$ cat src/hw/lp_mode_pkg.sv
package lp_mode_pkg;

  // ------------------------------------------------------------
  // register map
  // ------------------------------------------------------------
  localparam logic [7:0] OFS_CTRL = 8'h00;
  localparam logic [7:0] OFS_STATE = 8'h04;
  localparam logic [7:0] OFS_IRQ_STATUS = 8'h08;
  localparam logic [7:0] OFS_IRQ_MASK = 8'h0C;

  localparam logic [7:0] CTRL_RESET = 8'h00;
  localparam logic [2:0] IRQ_RESET = 3'h0;
  localparam int IRQ_BITS = 3;
  localparam int IRQ_WAKE_INT = 0;
  localparam int IRQ_WAKE_LEAKAGE_WAKE_UNIT = 1;
  localparam int IRQ_STOP_ENTRY = 2;

  // ------------------------------------------------------------
  // clock plan for low-power run
  // ------------------------------------------------------------
  localparam int FAST_IRC_KHZ = 4000;
  localparam int BUS_MAX_KHZ = 800;
  localparam int FLASH_KHZ = 1000;
  // bus must stay strictly below the limit, hence the extra step
  localparam int BUS_DIV_INT = FAST_IRC_KHZ / BUS_MAX_KHZ + 1;
  localparam int FLASH_DIV_INT = FAST_IRC_KHZ / FLASH_KHZ;
  localparam logic [3:0] BUS_DIV = 4'(BUS_DIV_INT);
  localparam logic [3:0] FLASH_DIV = 4'(FLASH_DIV_INT);
  localparam logic [3:0] DIV_FULL = 4'h1;

  typedef enum logic [2:0] {
    STOP_VERY_LOW_POWER_STOP,
    STOP_LLS,
    STOP_DEEP_LEAKAGE_STOP_3,
    STOP_DEEP_LEAKAGE_STOP_1,
    STOP_DEEP_LEAKAGE_STOP_0
  } stop_sel_e;

  typedef enum logic [2:0] {
    ST_RUN,
    ST_WAIT,
    ST_STOP,
    ST_RESTORE,
    ST_RELEASE
  } pm_state_e;

  // software control word
  typedef struct packed {
    logic uart_clk_en;
    logic uart_en;
    logic tpm_clk_en;
    logic tpm_en;
    logic ext_clk;
    logic [1:0] stop_sel;
    logic low_power_run;
  } ctrl_s;

  // every power control the controller drives into the chip; wake reset, flag and irq are separate ports
  typedef struct packed {
    logic core_sleep;
    logic core_deep;
    logic sys_clk_en;
    logic nested_interrupt_ctrl_en;
    logic async_wake_ctrl_en;
    logic leakage_wake_unit_en;
    logic periph_clk_en;
    logic tpm_clk_en;
    logic uart_clk_en;
    logic adc_en;
    logic osc_en;
    logic cmp_en;
    logic lvd_en;
    logic reg_low_power;
    logic ext_clk_sel;
    logic [1:0] sram_pwr;
    logic io_hold;
    logic [3:0] bus_div;
    logic [3:0] flash_div;
  } pwr_s;

endpackage

$ cat src/hw/low_power_mode_controller.sv
module low_power_mode_controller
  import lp_mode_pkg::*;
(
  input wire logic clk_i,
  input wire logic rst_i,
  input wire logic wb_cyc_i,
  input wire logic wb_stb_i,
  input wire logic wb_we_i,
  input wire logic [7:0] wb_adr_i,
  input wire logic [3:0] wb_sel_i,
  input wire logic [31:0] wb_dat_i,
  output logic [31:0] wb_dat_o,
  output logic wb_ack_o,
  input wire logic wfi_i,
  input wire logic sleepdeep_i,
  input wire logic wake_irq_i,
  input wire logic leakage_wake_unit_wake_i,
  output pwr_s pwr_o,
  output logic wake_reset_o,
  output logic leakage_wake_unit_flag_o,
  output logic irq_o
);

  // ------------------------------------------------------------
  // wake inputs come from pins and always-on logic
  // ------------------------------------------------------------
  logic [1:0] irq_sync_q;
  logic [1:0] leakage_wake_unit_sync_q;
  logic wake_irq;
  logic leakage_wake_unit_wake;

  always_ff @(posedge clk_i) begin
    if (rst_i) begin
      irq_sync_q <= 2'h0;
      leakage_wake_unit_sync_q <= 2'h0;
    end else begin
      irq_sync_q <= {irq_sync_q[0], wake_irq_i};
      leakage_wake_unit_sync_q <= {leakage_wake_unit_sync_q[0], leakage_wake_unit_wake_i};
    end
  end

  assign wake_irq = irq_sync_q[1];
  assign leakage_wake_unit_wake = leakage_wake_unit_sync_q[1];

  // ------------------------------------------------------------
  // register bus
  // ------------------------------------------------------------
  ctrl_s ctrl_q;
  logic deep0_q;
  logic [IRQ_BITS-1:0] irq_stat_q;
  logic [IRQ_BITS-1:0] irq_mask_q;
  logic bus_req;
  logic bus_wr;
  pm_state_e state_q;
  pm_state_e state_d;
  stop_sel_e mode_q;

  assign bus_req = wb_cyc_i && wb_stb_i && !wb_ack_o;
  assign bus_wr = bus_req && wb_we_i && wb_sel_i[0];

  always_ff @(posedge clk_i) begin
    if (rst_i) begin
      wb_ack_o <= 1'b0;
    end else begin
      wb_ack_o <= bus_req;
    end
  end

  always_ff @(posedge clk_i) begin
    if (rst_i) begin
      wb_dat_o <= 32'h0000_0000;
    end else if (bus_req && !wb_we_i) begin
      if (wb_adr_i == OFS_CTRL) begin
        wb_dat_o <= {23'h00_0000, deep0_q, ctrl_q};
      end else if (wb_adr_i == OFS_STATE) begin
        wb_dat_o <= {24'h00_0000, leakage_wake_unit_flag_o, mode_q, 1'b0, state_q};
      end else if (wb_adr_i == OFS_IRQ_STATUS) begin
        wb_dat_o <= {29'h0000_0000, irq_stat_q};
      end else if (wb_adr_i == OFS_IRQ_MASK) begin
        wb_dat_o <= {29'h0000_0000, irq_mask_q};
      end else begin
        wb_dat_o <= 32'h0000_0000;
      end
    end
  end

  always_ff @(posedge clk_i) begin
    if (rst_i) begin
      ctrl_q <= ctrl_s'(CTRL_RESET);
    end else if (bus_wr && wb_adr_i == OFS_CTRL) begin
      ctrl_q <= ctrl_s'(wb_dat_i[7:0]);
    end
  end

  // deep stop 0 has no room in the two-bit field, so it sits in bit 8
  always_ff @(posedge clk_i) begin
    if (rst_i) begin
      deep0_q <= 1'b0;
    end else if (bus_req && wb_we_i && wb_sel_i[1] && wb_adr_i == OFS_CTRL) begin
      deep0_q <= wb_dat_i[8];
    end
  end

  always_ff @(posedge clk_i) begin
    if (rst_i) begin
      irq_mask_q <= IRQ_RESET;
    end else if (bus_wr && wb_adr_i == OFS_IRQ_MASK) begin
      irq_mask_q <= wb_dat_i[IRQ_BITS-1:0];
    end
  end

  // ------------------------------------------------------------
  // mode sequencer
  // ------------------------------------------------------------
  logic wake_event;
  logic from_deep_q;

  always_comb begin
    wake_event = 1'b0;
    if (state_q == ST_WAIT) begin
      wake_event = wake_irq;
    end else if (state_q == ST_STOP) begin
      if (mode_q == STOP_VERY_LOW_POWER_STOP) begin
        wake_event = wake_irq;
      end else begin
        wake_event = leakage_wake_unit_wake;
      end
    end
  end

  always_comb begin
    state_d = state_q;
    case (state_q)
      ST_RUN: begin
        if (wfi_i) begin
          state_d = sleepdeep_i ? ST_STOP : ST_WAIT;
        end
      end
      ST_WAIT, ST_STOP: begin
        if (wake_event) begin
          state_d = ST_RESTORE;
        end
      end
      ST_RESTORE: state_d = ST_RELEASE;
      ST_RELEASE: state_d = ST_RUN;
      default: state_d = ST_RUN;
    endcase
  end

  always_ff @(posedge clk_i) begin
    if (rst_i) begin
      state_q <= ST_RUN;
    end else begin
      state_q <= state_d;
    end
  end

  // the stop flavour is frozen at entry so a late register write cannot
  // change SRAM power or wake path while the chip is asleep
  always_ff @(posedge clk_i) begin
    if (rst_i) begin
      mode_q <= STOP_VERY_LOW_POWER_STOP;
    end else if (state_q == ST_RUN && wfi_i && sleepdeep_i) begin
      mode_q <= ctrl_q.stop_sel == 2'h3 ? (deep0_q ? STOP_DEEP_LEAKAGE_STOP_0 : STOP_DEEP_LEAKAGE_STOP_1)
        : stop_sel_e'({1'b0, ctrl_q.stop_sel});
    end
  end

  always_ff @(posedge clk_i) begin
    if (rst_i) begin
      from_deep_q <= 1'b0;
    end else if (state_q == ST_STOP && wake_event) begin
      from_deep_q <= mode_q inside {STOP_DEEP_LEAKAGE_STOP_3, STOP_DEEP_LEAKAGE_STOP_1, STOP_DEEP_LEAKAGE_STOP_0};
    end else if (state_q == ST_RUN) begin
      from_deep_q <= 1'b0;
    end
  end

  // ------------------------------------------------------------
  // power settings per state
  // ------------------------------------------------------------
  pwr_s pwr_d;
  logic lp;

  assign lp = ctrl_q.low_power_run;

  always_comb begin
    pwr_d = '0;
    pwr_d.sys_clk_en = 1'b1;
    pwr_d.nested_interrupt_ctrl_en = 1'b1;
    pwr_d.periph_clk_en = 1'b1;
    pwr_d.tpm_clk_en = 1'b1;
    pwr_d.uart_clk_en = 1'b1;
    pwr_d.adc_en = 1'b1;
    pwr_d.osc_en = 1'b1;
    pwr_d.cmp_en = 1'b1;
    pwr_d.sram_pwr = 2'h3;
    pwr_d.lvd_en = !lp;
    pwr_d.reg_low_power = lp;
    pwr_d.ext_clk_sel = lp && ctrl_q.ext_clk;
    pwr_d.bus_div = lp ? BUS_DIV : DIV_FULL;
    pwr_d.flash_div = lp ? FLASH_DIV : DIV_FULL;
    case (state_q)
      ST_WAIT: begin
        pwr_d.core_sleep = 1'b1;
      end
      ST_STOP: begin
        pwr_d.core_sleep = 1'b1;
        pwr_d.core_deep = 1'b1;
        pwr_d.sys_clk_en = 1'b0;
        pwr_d.nested_interrupt_ctrl_en = 1'b0;
        pwr_d.periph_clk_en = 1'b0;
        pwr_d.lvd_en = 1'b0;
        pwr_d.reg_low_power = 1'b1;
        pwr_d.io_hold = 1'b1;
        pwr_d.tpm_clk_en = 1'b0;
        pwr_d.uart_clk_en = 1'b0;
        pwr_d.adc_en = 1'b0;
        if (mode_q == STOP_VERY_LOW_POWER_STOP) begin
          pwr_d.async_wake_ctrl_en = 1'b1;
          pwr_d.adc_en = 1'b1;
          pwr_d.tpm_clk_en = ctrl_q.tpm_en && ctrl_q.tpm_clk_en;
          pwr_d.uart_clk_en = ctrl_q.uart_en && ctrl_q.uart_clk_en;
        end else begin
          pwr_d.leakage_wake_unit_en = 1'b1;
        end
        if (mode_q inside {STOP_DEEP_LEAKAGE_STOP_1, STOP_DEEP_LEAKAGE_STOP_0}) begin
          pwr_d.sram_pwr = 2'h0;
        end
        if (mode_q == STOP_DEEP_LEAKAGE_STOP_0) begin
          pwr_d.osc_en = 1'b0;
          pwr_d.cmp_en = 1'b0;
        end
      end
      ST_RESTORE: begin
        pwr_d.core_sleep = 1'b1;
      end
      default: begin
      end
    endcase
  end

  always_ff @(posedge clk_i) begin
    if (rst_i) begin
      pwr_o <= '0;
      pwr_o.sys_clk_en <= 1'b1;
      pwr_o.nested_interrupt_ctrl_en <= 1'b1;
      pwr_o.periph_clk_en <= 1'b1;
      pwr_o.tpm_clk_en <= 1'b1;
      pwr_o.uart_clk_en <= 1'b1;
      pwr_o.adc_en <= 1'b1;
      pwr_o.osc_en <= 1'b1;
      pwr_o.cmp_en <= 1'b1;
      pwr_o.lvd_en <= 1'b1;
      pwr_o.sram_pwr <= 2'h3;
      pwr_o.bus_div <= DIV_FULL;
      pwr_o.flash_div <= DIV_FULL;
    end else begin
      pwr_o <= pwr_d;
    end
  end

  // ------------------------------------------------------------
  // wake flow outputs and interrupts
  // ------------------------------------------------------------
  logic leakage_wake_unit_set;
  logic [IRQ_BITS-1:0] irq_set;
  logic [IRQ_BITS-1:0] irq_clr;

  assign leakage_wake_unit_set = state_q == ST_STOP && wake_event && mode_q != STOP_VERY_LOW_POWER_STOP;

  // deep stops lose the core context, so they come back through reset
  always_ff @(posedge clk_i) begin
    if (rst_i) begin
      wake_reset_o <= 1'b0;
    end else begin
      wake_reset_o <= state_q == ST_RESTORE && from_deep_q;
    end
  end

  // held until software acknowledges the wake source, set wins
  always_ff @(posedge clk_i) begin
    if (rst_i) begin
      leakage_wake_unit_flag_o <= 1'b0;
    end else if (leakage_wake_unit_set) begin
      leakage_wake_unit_flag_o <= 1'b1;
    end else if (bus_wr && wb_adr_i == OFS_IRQ_STATUS && wb_dat_i[IRQ_WAKE_LEAKAGE_WAKE_UNIT]) begin
      leakage_wake_unit_flag_o <= 1'b0;
    end
  end

  always_comb begin
    irq_set = '0;
    irq_set[IRQ_WAKE_INT] = wake_event && !leakage_wake_unit_set;
    irq_set[IRQ_WAKE_LEAKAGE_WAKE_UNIT] = leakage_wake_unit_set;
    irq_set[IRQ_STOP_ENTRY] = state_q == ST_RUN && wfi_i && sleepdeep_i;
    irq_clr = '0;
    if (bus_wr && wb_adr_i == OFS_IRQ_STATUS) begin
      irq_clr = wb_dat_i[IRQ_BITS-1:0];
    end
  end

  always_ff @(posedge clk_i) begin
    if (rst_i) begin
      irq_stat_q <= IRQ_RESET;
    end else begin
      irq_stat_q <= irq_set | (irq_stat_q & ~irq_clr);
    end
  end

  always_ff @(posedge clk_i) begin
    if (rst_i) begin
      irq_o <= 1'b0;
    end else begin
      irq_o <= |((irq_set | (irq_stat_q & ~irq_clr)) & irq_mask_q);
    end
  end

  // ------------------------------------------------------------
  // checks
  // ------------------------------------------------------------
  a_lpr_flash_slow: assert property (@(posedge clk_i) disable iff (rst_i)
    (state_q == ST_RUN && lp) |=> (pwr_o.flash_div == FLASH_DIV && !pwr_o.lvd_en))
    else $error("low-power run flash rate or detection wrong");

  a_lpr_bus_limit: assert property (@(posedge clk_i) disable iff (rst_i)
    (state_q == ST_RUN && lp) |=> (pwr_o.bus_div > 4'h5 && pwr_o.reg_low_power))
    else $error("low-power run bus divider too small");

  a_wait_wakes_irq: assert property (@(posedge clk_i) disable iff (rst_i)
    (state_q == ST_WAIT && wake_irq) |=> state_q == ST_RESTORE ##1 state_q == ST_RELEASE ##2 !pwr_o.core_sleep)
    else $error("wait did not return to run on interrupt");

  a_very_low_power_stop_gates: assert property (@(posedge clk_i) disable iff (rst_i)
    (state_q == ST_STOP && mode_q == STOP_VERY_LOW_POWER_STOP) |=> (!pwr_o.periph_clk_en && pwr_o.adc_en && pwr_o.async_wake_ctrl_en))
    else $error("low-power stop gating wrong");

  a_very_low_power_stop_tpm_opt: assert property (@(posedge clk_i) disable iff (rst_i)
    (state_q == ST_STOP && mode_q == STOP_VERY_LOW_POWER_STOP) |=> pwr_o.tpm_clk_en == $past(ctrl_q.tpm_en && ctrl_q.tpm_clk_en))
    else $error("timer clock in low-power stop not as enabled");

  a_stop_nested_interrupt_ctrl_off: assert property (@(posedge clk_i) disable iff (rst_i)
    (state_q == ST_STOP) |=> (!pwr_o.sys_clk_en && !pwr_o.nested_interrupt_ctrl_en && pwr_o.core_deep))
    else $error("stop left system clock or irq controller on");

  a_sram_retained: assert property (@(posedge clk_i) disable iff (rst_i)
    (state_q == ST_STOP && mode_q inside {STOP_VERY_LOW_POWER_STOP, STOP_LLS, STOP_DEEP_LEAKAGE_STOP_3}) |=> (pwr_o.sram_pwr == 2'h3 && pwr_o.io_hold))
    else $error("SRAM or pins not retained");

  a_deep_leakage_stop_1_sram_off: assert property (@(posedge clk_i) disable iff (rst_i)
    (state_q == ST_STOP && mode_q == STOP_DEEP_LEAKAGE_STOP_1) |=> (pwr_o.sram_pwr == 2'h0 && pwr_o.osc_en))
    else $error("deep stop 1 SRAM power wrong");

  a_deep_leakage_stop_0_analog: assert property (@(posedge clk_i) disable iff (rst_i)
    (state_q == ST_STOP && mode_q == STOP_DEEP_LEAKAGE_STOP_0) |=> (!pwr_o.osc_en && !pwr_o.cmp_en && pwr_o.leakage_wake_unit_en))
    else $error("deep stop 0 left oscillator or comparator on");

  a_deep_reset: assert property (@(posedge clk_i) disable iff (rst_i)
    (state_q == ST_STOP && leakage_wake_unit_wake && mode_q inside {STOP_DEEP_LEAKAGE_STOP_3, STOP_DEEP_LEAKAGE_STOP_1, STOP_DEEP_LEAKAGE_STOP_0}) |=> ##1 (wake_reset_o && leakage_wake_unit_flag_o))
    else $error("deep stop exit missed wake reset or flag");

  a_lls_no_reset: assert property (@(posedge clk_i) disable iff (rst_i)
    (state_q == ST_STOP && leakage_wake_unit_wake && mode_q == STOP_LLS) |=> ##1 (!wake_reset_o && leakage_wake_unit_flag_o))
    else $error("retention stop exit took wrong path");

  a_entry_on_wfi: assert property (@(posedge clk_i) disable iff (rst_i)
    $rose(pwr_o.core_sleep) |-> $past(state_q == ST_WAIT || state_q == ST_STOP, 1) && $past(wfi_i, 2))
    else $error("core slept without wait instruction");

  a_clk_before_rel: assert property (@(posedge clk_i) disable iff (rst_i)
    $fell(pwr_o.core_sleep) |-> $past(pwr_o.periph_clk_en && pwr_o.sys_clk_en))
    else $error("core released before clocks restored");

endmodule

$ cat config.mk
export PLATFORM = sky130hd
export DESIGN_NAME = low_power_mode_controller
export DESIGN_NICKNAME = d
export VERILOG_FILES = /design/src/hw/lp_mode_pkg.sv /design/src/hw/low_power_mode_controller.sv
export SDC_FILE = /design/constraint.sdc
export NUM_CORES = 1
export LEC_CHECK = 0
export ABC_AREA = 1
export BUFFER_PORTS_ARGS = -buffer_cell sky130_fd_sc_hd__buf_2
export CAP_MARGIN = 0
export CORE_MARGIN = 4
export CORE_UTILIZATION = 41
export CTS_CLUSTER_SIZE = 14
export DETAILED_ROUTE_END_ITERATION = 7
export HOLD_SLACK_MARGIN = 0.08
export MAX_ROUTING_LAYER = met4
export PLACE_DENSITY = 0.72
export SYNTH_ARGS = -nofsm -noshare
export SYNTH_HDL_FRONTEND = slang
export SYNTH_SLANG_ARGS = --single-unit
$ cat constraint.sdc
create_clock -name clk_i -period 2.63 [get_ports clk_i]
set_input_delay 0.1315 -clock clk_i [delete_from_list [all_inputs] [get_ports clk_i]]
set_output_delay 0.1315 -clock clk_i [all_outputs]
set_load 0.05 [all_outputs]
* Word level (Yosys, flattened, before mapping)
Cells that the tools add are included.
Storage, ports and cells: word-level logic and storage cells 121, output and inout port bits 62, flip-flop bits (word level) 88, bits of input ports 53
Operators by class: eq/ne operators 12, bitwise gates (word level) 5, reduce and logical (&&, ||, !) cells 37, mux-type cells 28
Operator list (count):
- $mux W3 | 10
- $logic_and A1 B1 Y1 | 20
- $eq A8 B4 Y1 const B | 2
- $mux W13 | 1
- $eq A3 B2 Y1 const B | 4
- $mux W1 | 11
- $mux W9 | 1
- $pmux W3 S3 | 1
- $eq A8 B3 Y1 const B | 1
- $logic_not A8 Y1 | 1
- $mux W8 | 1
- $and A3 B3 Y3 | 2
- $logic_not A3 Y1 | 2
- $mux W2 | 3
- $reduce_bool A2 Y1 | 3
- $reduce_bool A3 Y1 | 2
- $reduce_or A3 Y1 | 2
- $logic_not A1 Y1 | 4
- $ne A2 B2 Y1 const B | 2
- $reduce_or A2 Y1 | 2
- $eq A3 B1 Y1 const B | 1
- $eq A3 B3 Y1 const B | 1
- $not A3 Y3 | 1
- $or A3 B3 Y3 | 1
- other kinds (3) | 3

* Longest topological paths before layout
word-level depth 11, depth in mapped cells 10, gate-level depth less buffers 10

* Worst setup path before layout
Ideal clock, no wire load.
kind register to register, start reg wb_ack_o, end reg wb_dat_o[6], setup time 0.108 ns, setup slack 1.193 ns, cell stages (with the launch flop) 9, buffers on the path 1, clock period less this slack 1.437 ns, data arrival time 1.329 ns, data required time 2.522 ns, path through dfxtp_1 > inv_1 > nand3_1 > nor2_2 > inv_2 > buf_2 > a21oi_1 > a21o_1 > inv_1
Between the ends: longest elaborated chain between the ends 3
RTL lines:
- from (decl) | line low_power_mode_controller.sv:13 | output logic wb_ack_o,
- from (signal assigned) | line low_power_mode_controller.sv:65 | wb_ack_o <= bus_req;
- $logic_not A1 Y1 | line low_power_mode_controller.sv:58 | assign bus_req = wb_cyc_i && wb_stb_i && !wb_ack_o;
- $logic_and A1 B1 Y1 | line low_power_mode_controller.sv:58
- $logic_and A1 B1 Y1 | line low_power_mode_controller.sv:72 | end else if (bus_req && !wb_we_i) begin
- to (signal assigned) | line low_power_mode_controller.sv:74 | wb_dat_o <= {23'h00_0000, deep0_q, ctrl_q};
- to (signal assigned) | line low_power_mode_controller.sv:76 | wb_dat_o <= {24'h00_0000, leakage_wake_unit_flag_o, mode_q, 1'b0, state_q};
- to (signal assigned) | line low_power_mode_controller.sv:78 | wb_dat_o <= {29'h0000_0000, irq_stat_q};
- to (decl) | line low_power_mode_controller.sv:12 | output logic [31:0] wb_dat_o,
Every way passes these cells. A chain may end at the register's enable or synchronous reset.

* Final worst setup path
start reg mode_q[0], end reg irq_o
Between the ends: longest elaborated chain between the ends 11, elaborated cells on any way between the ends 12, classes of those cells 3 x mux; 2 x bitwise; 7 x reduce/logical
RTL lines:
- from (decl) | line low_power_mode_controller.sv:56 | stop_sel_e mode_q;
- from (signal assigned) | line low_power_mode_controller.sv:164 | mode_q <= ctrl_q.stop_sel == 2'h3 ? (deep0_q ? STOP_DEEP_LEAKAGE_STOP_0 : STOP_DEEP_LEAKAGE_STOP_1)
- $logic_not A3 Y1 | line low_power_mode_controller.sv:123 | if (mode_q == STOP_VERY_LOW_POWER_STOP) begin
- $mux W1 | line low_power_mode_controller.sv:123
- $mux W1 | line low_power_mode_controller.sv:122 | end else if (state_q == ST_STOP) begin
- $mux W1 | line low_power_mode_controller.sv:120 | if (state_q == ST_WAIT) begin
- $logic_and A1 B1 Y1 (2 in series) | line low_power_mode_controller.sv:270 | assign leakage_wake_unit_set = state_q == ST_STOP && wake_event && mode_q != STOP_VERY_LOW_POWER_STOP;
- $logic_not A1 Y1 | line low_power_mode_controller.sv:294 | irq_set[IRQ_WAKE_INT] = wake_event && !leakage_wake_unit_set;
- $logic_and A1 B1 Y1 | line low_power_mode_controller.sv:294
- $or A3 B3 Y3 * | line low_power_mode_controller.sv:315 | irq_o <= |((irq_set | (irq_stat_q & ~irq_clr)) & irq_mask_q);
- $and A3 B3 Y3 * | line low_power_mode_controller.sv:315
- $reduce_or A3 Y1 * | line low_power_mode_controller.sv:315
- to (signal assigned) | line low_power_mode_controller.sv:315
- to (decl) | line low_power_mode_controller.sv:21 | output logic irq_o
Mark *: on every way between the ends. The rest lies on a longest branch, timed or not.

==> reports/qor.txt <==
Met1 Wirelength - 2240 µm
slew margin rel. - 49.0%
Worst Path Max Fanout - 8
vias per cell - 4.58
cell accounting for the most synthesized area - dfxtp_1
Synth Cell Area - 2470 µm²
HP Class - in2reg
Max Freq - 684 MHz
initial antenna violation count - 0
top post-synthesis cells by area - dfxtp_1 (44%), buf_4 (10%), nand2_1 (6.4%)
total power draw - 2.07 mW
TritonRoute pass-1 iters - 4
core area - 5890 µm²
DR vias - 2,079
drt total wl - 5190 µm
min setup slack post-route - 1.17 ns
Antenna Nets Post-Route - 0
max-cap viol count - 0
Startpoint Class - flop
post-synth top area share - 43.7%
vias in the first global route - 1,908
gr usage total - 14.5%
initial DRC count - 76
diode count - 0
Critical Path RT - 2.83 ns
top layer in use - met4
worst-margin pin slew - 0.763 ns
Tmin final - 1.46 ns
commonest non-fill, non-tap cells in the layout - buf_2 (63), dfxtp_1 (54), nand2_1 (42)
Clock Latency Late Sink - 0.31 ns
final hold violations - 0
Final Skew - 0.00735 ns
die area - 7340 µm²
Worst EP arrival - 1.66 ns
Final #Nets - 431
CTS tree - done
htree depth - 2
Overflow after GRT - 0
Avg Cell Area, Syn - 7.82 µm²
DR WL met2 - 2560 µm
flops & latches, synth - 54
Tcrit/Tclk final - 55.6%
Initial Util - 42.0%
metal3 WL - 349 µm
pre-CTS WS - 1.12 ns
pin count of the biggest net entering global routing - 26
Max VDD drop - 363 µV
area delta synth->final - 15.5%
die outline height - 85.7 µm
CTS Sinks - 54
deepest clock path buffer count - 2
setup bufs post-CTS - 0
Netlist cell types - 35
most common cell after layout, fill and taps aside - buf_2
Leak - 1.33 nW
final setup violation count - 0
first-pass GRT wire length - 8450 µm
die width - 85.7 µm
CTS Buf Count - 5
Final Max Slew Viols - 0
clk root buf - clkbuf_8
Clock Pin Slew Worst Setup and Hold Paths - 0.10 ns
PwrDens - 723 nW/µm²
number of core rows - 28
setup_tns - 0 ns
IO Port Bufs - 63
Setup CP Type - reg2reg
Placer Congestion - 0.799
Syn. warnings - 0
I/O Pins - 115
RSZ-0062 raised after global routing - false
DRC errors left - 0
WL per Instance - 11.4 µm
Gate Count Post-Synth - 316
share of layout cells above drive strength 1 - 26.6%
detailed placement HPWL - 3990 µm
outcome - finished, final reports clean
crit end category - flop
Layout Utilization - 48.5%
sequential-to-total area share from yosys stat - 43.7%
[worst max-delay path: stages, from the launching register on]
cell and delay [ns]:
dfxtp_1 0.35, nor2_2 0.17, nand2_2 0.14, o21ai_2 0.15, nand3_1 0.18, nand2_1 0.16
nand2_1 0.06, nand3_1 0.06, nand3_1 0.09
[where the power goes]
group	internal [mW]	switching [mW]
sequential	0.894	0.0405
combinational	0.142	0.504
clock	0.198	0.287
[layout make-up]
type | count | area, µm²
Tap cell | 75 | 93.8
Inverter | 39 | 156
Timing Repair Buffer | 70 | 385
Clock inverter | 3 | 28.8
Multi-Input combinational cell | 208 | 1040
Fill cell | 591 | 3030
Clock buffer | 5 | 68.8
Sequential cell | 54 | 1080
[cell families (layout without fill, tap and decap cells)]
logic type	count (synthesis)	count (layout)	synth area share, %
flops	54	54	43.7
simple gates	122	122	24.2
compound gates	60	60	14.0
other cells	1	26	0.152
buf+inv	79	117	18.0
[Yosys cell counts (all sizes together)]
library cell and instances:
a21o 4, a21oi 26, a22oi 1, buf 39
clkbuf 1, clkinv 2, conb 1, dfxtp 54
inv 37, nand2 44, nand3 26, nand4 2
nor2 44, nor3 3, nor3b 1, nor4 1
o211ai 4, o21ai 25, or2 1
[per-stage QoR]
step / hold slack [ns] / std cells / area [µm²]
finish: 0.116 / 454 / 2860
global route: 0.129 / 454 / 2860
CTS: 0.114 / 454 / 2860
detailed placement: 0.345 / 439 / 2690
global placement: 0.331 / 439 / 2690
floorplan: 0.221 / 341 / 2570
[registers in the layout, summed over array words and instances, names as in the netlist]
signal                    count
ctrl_q                        7
deep0_q                       1
from_deep_q                   1
irq_mask_q                    3
irq_o                         1
irq_stat_q                    3
irq_sync_q                    2
leakage_wake_unit_flag_o      1
leakage_wake_unit_sync_q      2
lp                            1
mode_q                        3
pwr_o                        15
state_q                       3
wake_reset_o                  1
wb_ack_o                      1
wb_dat_o                      9
[final timing paths]
| check | startpoint | depth (start not counted) | slack, ns | endpoint |
|---|---|---|---|---|
| max | mode_q[0] | 8 | 1.17 | irq_o |
| min | wb_cyc_i | 3 | 0.12 | wb_ack_o |
| max reg2reg | mode_q[0] | 8 | 1.17 | irq_o |
| min reg2reg | irq_sync_q[0] | 2 | 0.41 | irq_sync_q[1] |
[what timing repair did]
| item | in CTS | in global routing |
|---|---|---|
| endpoints found under the hold margin | 7 | 0 |
| gates resized for setup | 0 | 0 |
| hold buffers | 7 | 0 |
| endpoints found under the setup margin | 0 | 0 |
[routing by layer]
metal | vias up | GRT usage [%]
met5 | - | -
met4 | 0 | 3.17
met3 | 6 | 3.07
met2 | 70 | 25.3
met1 | 927 | 17.2
li1 | 1076 | -
(Power assumes the default switching activity.)
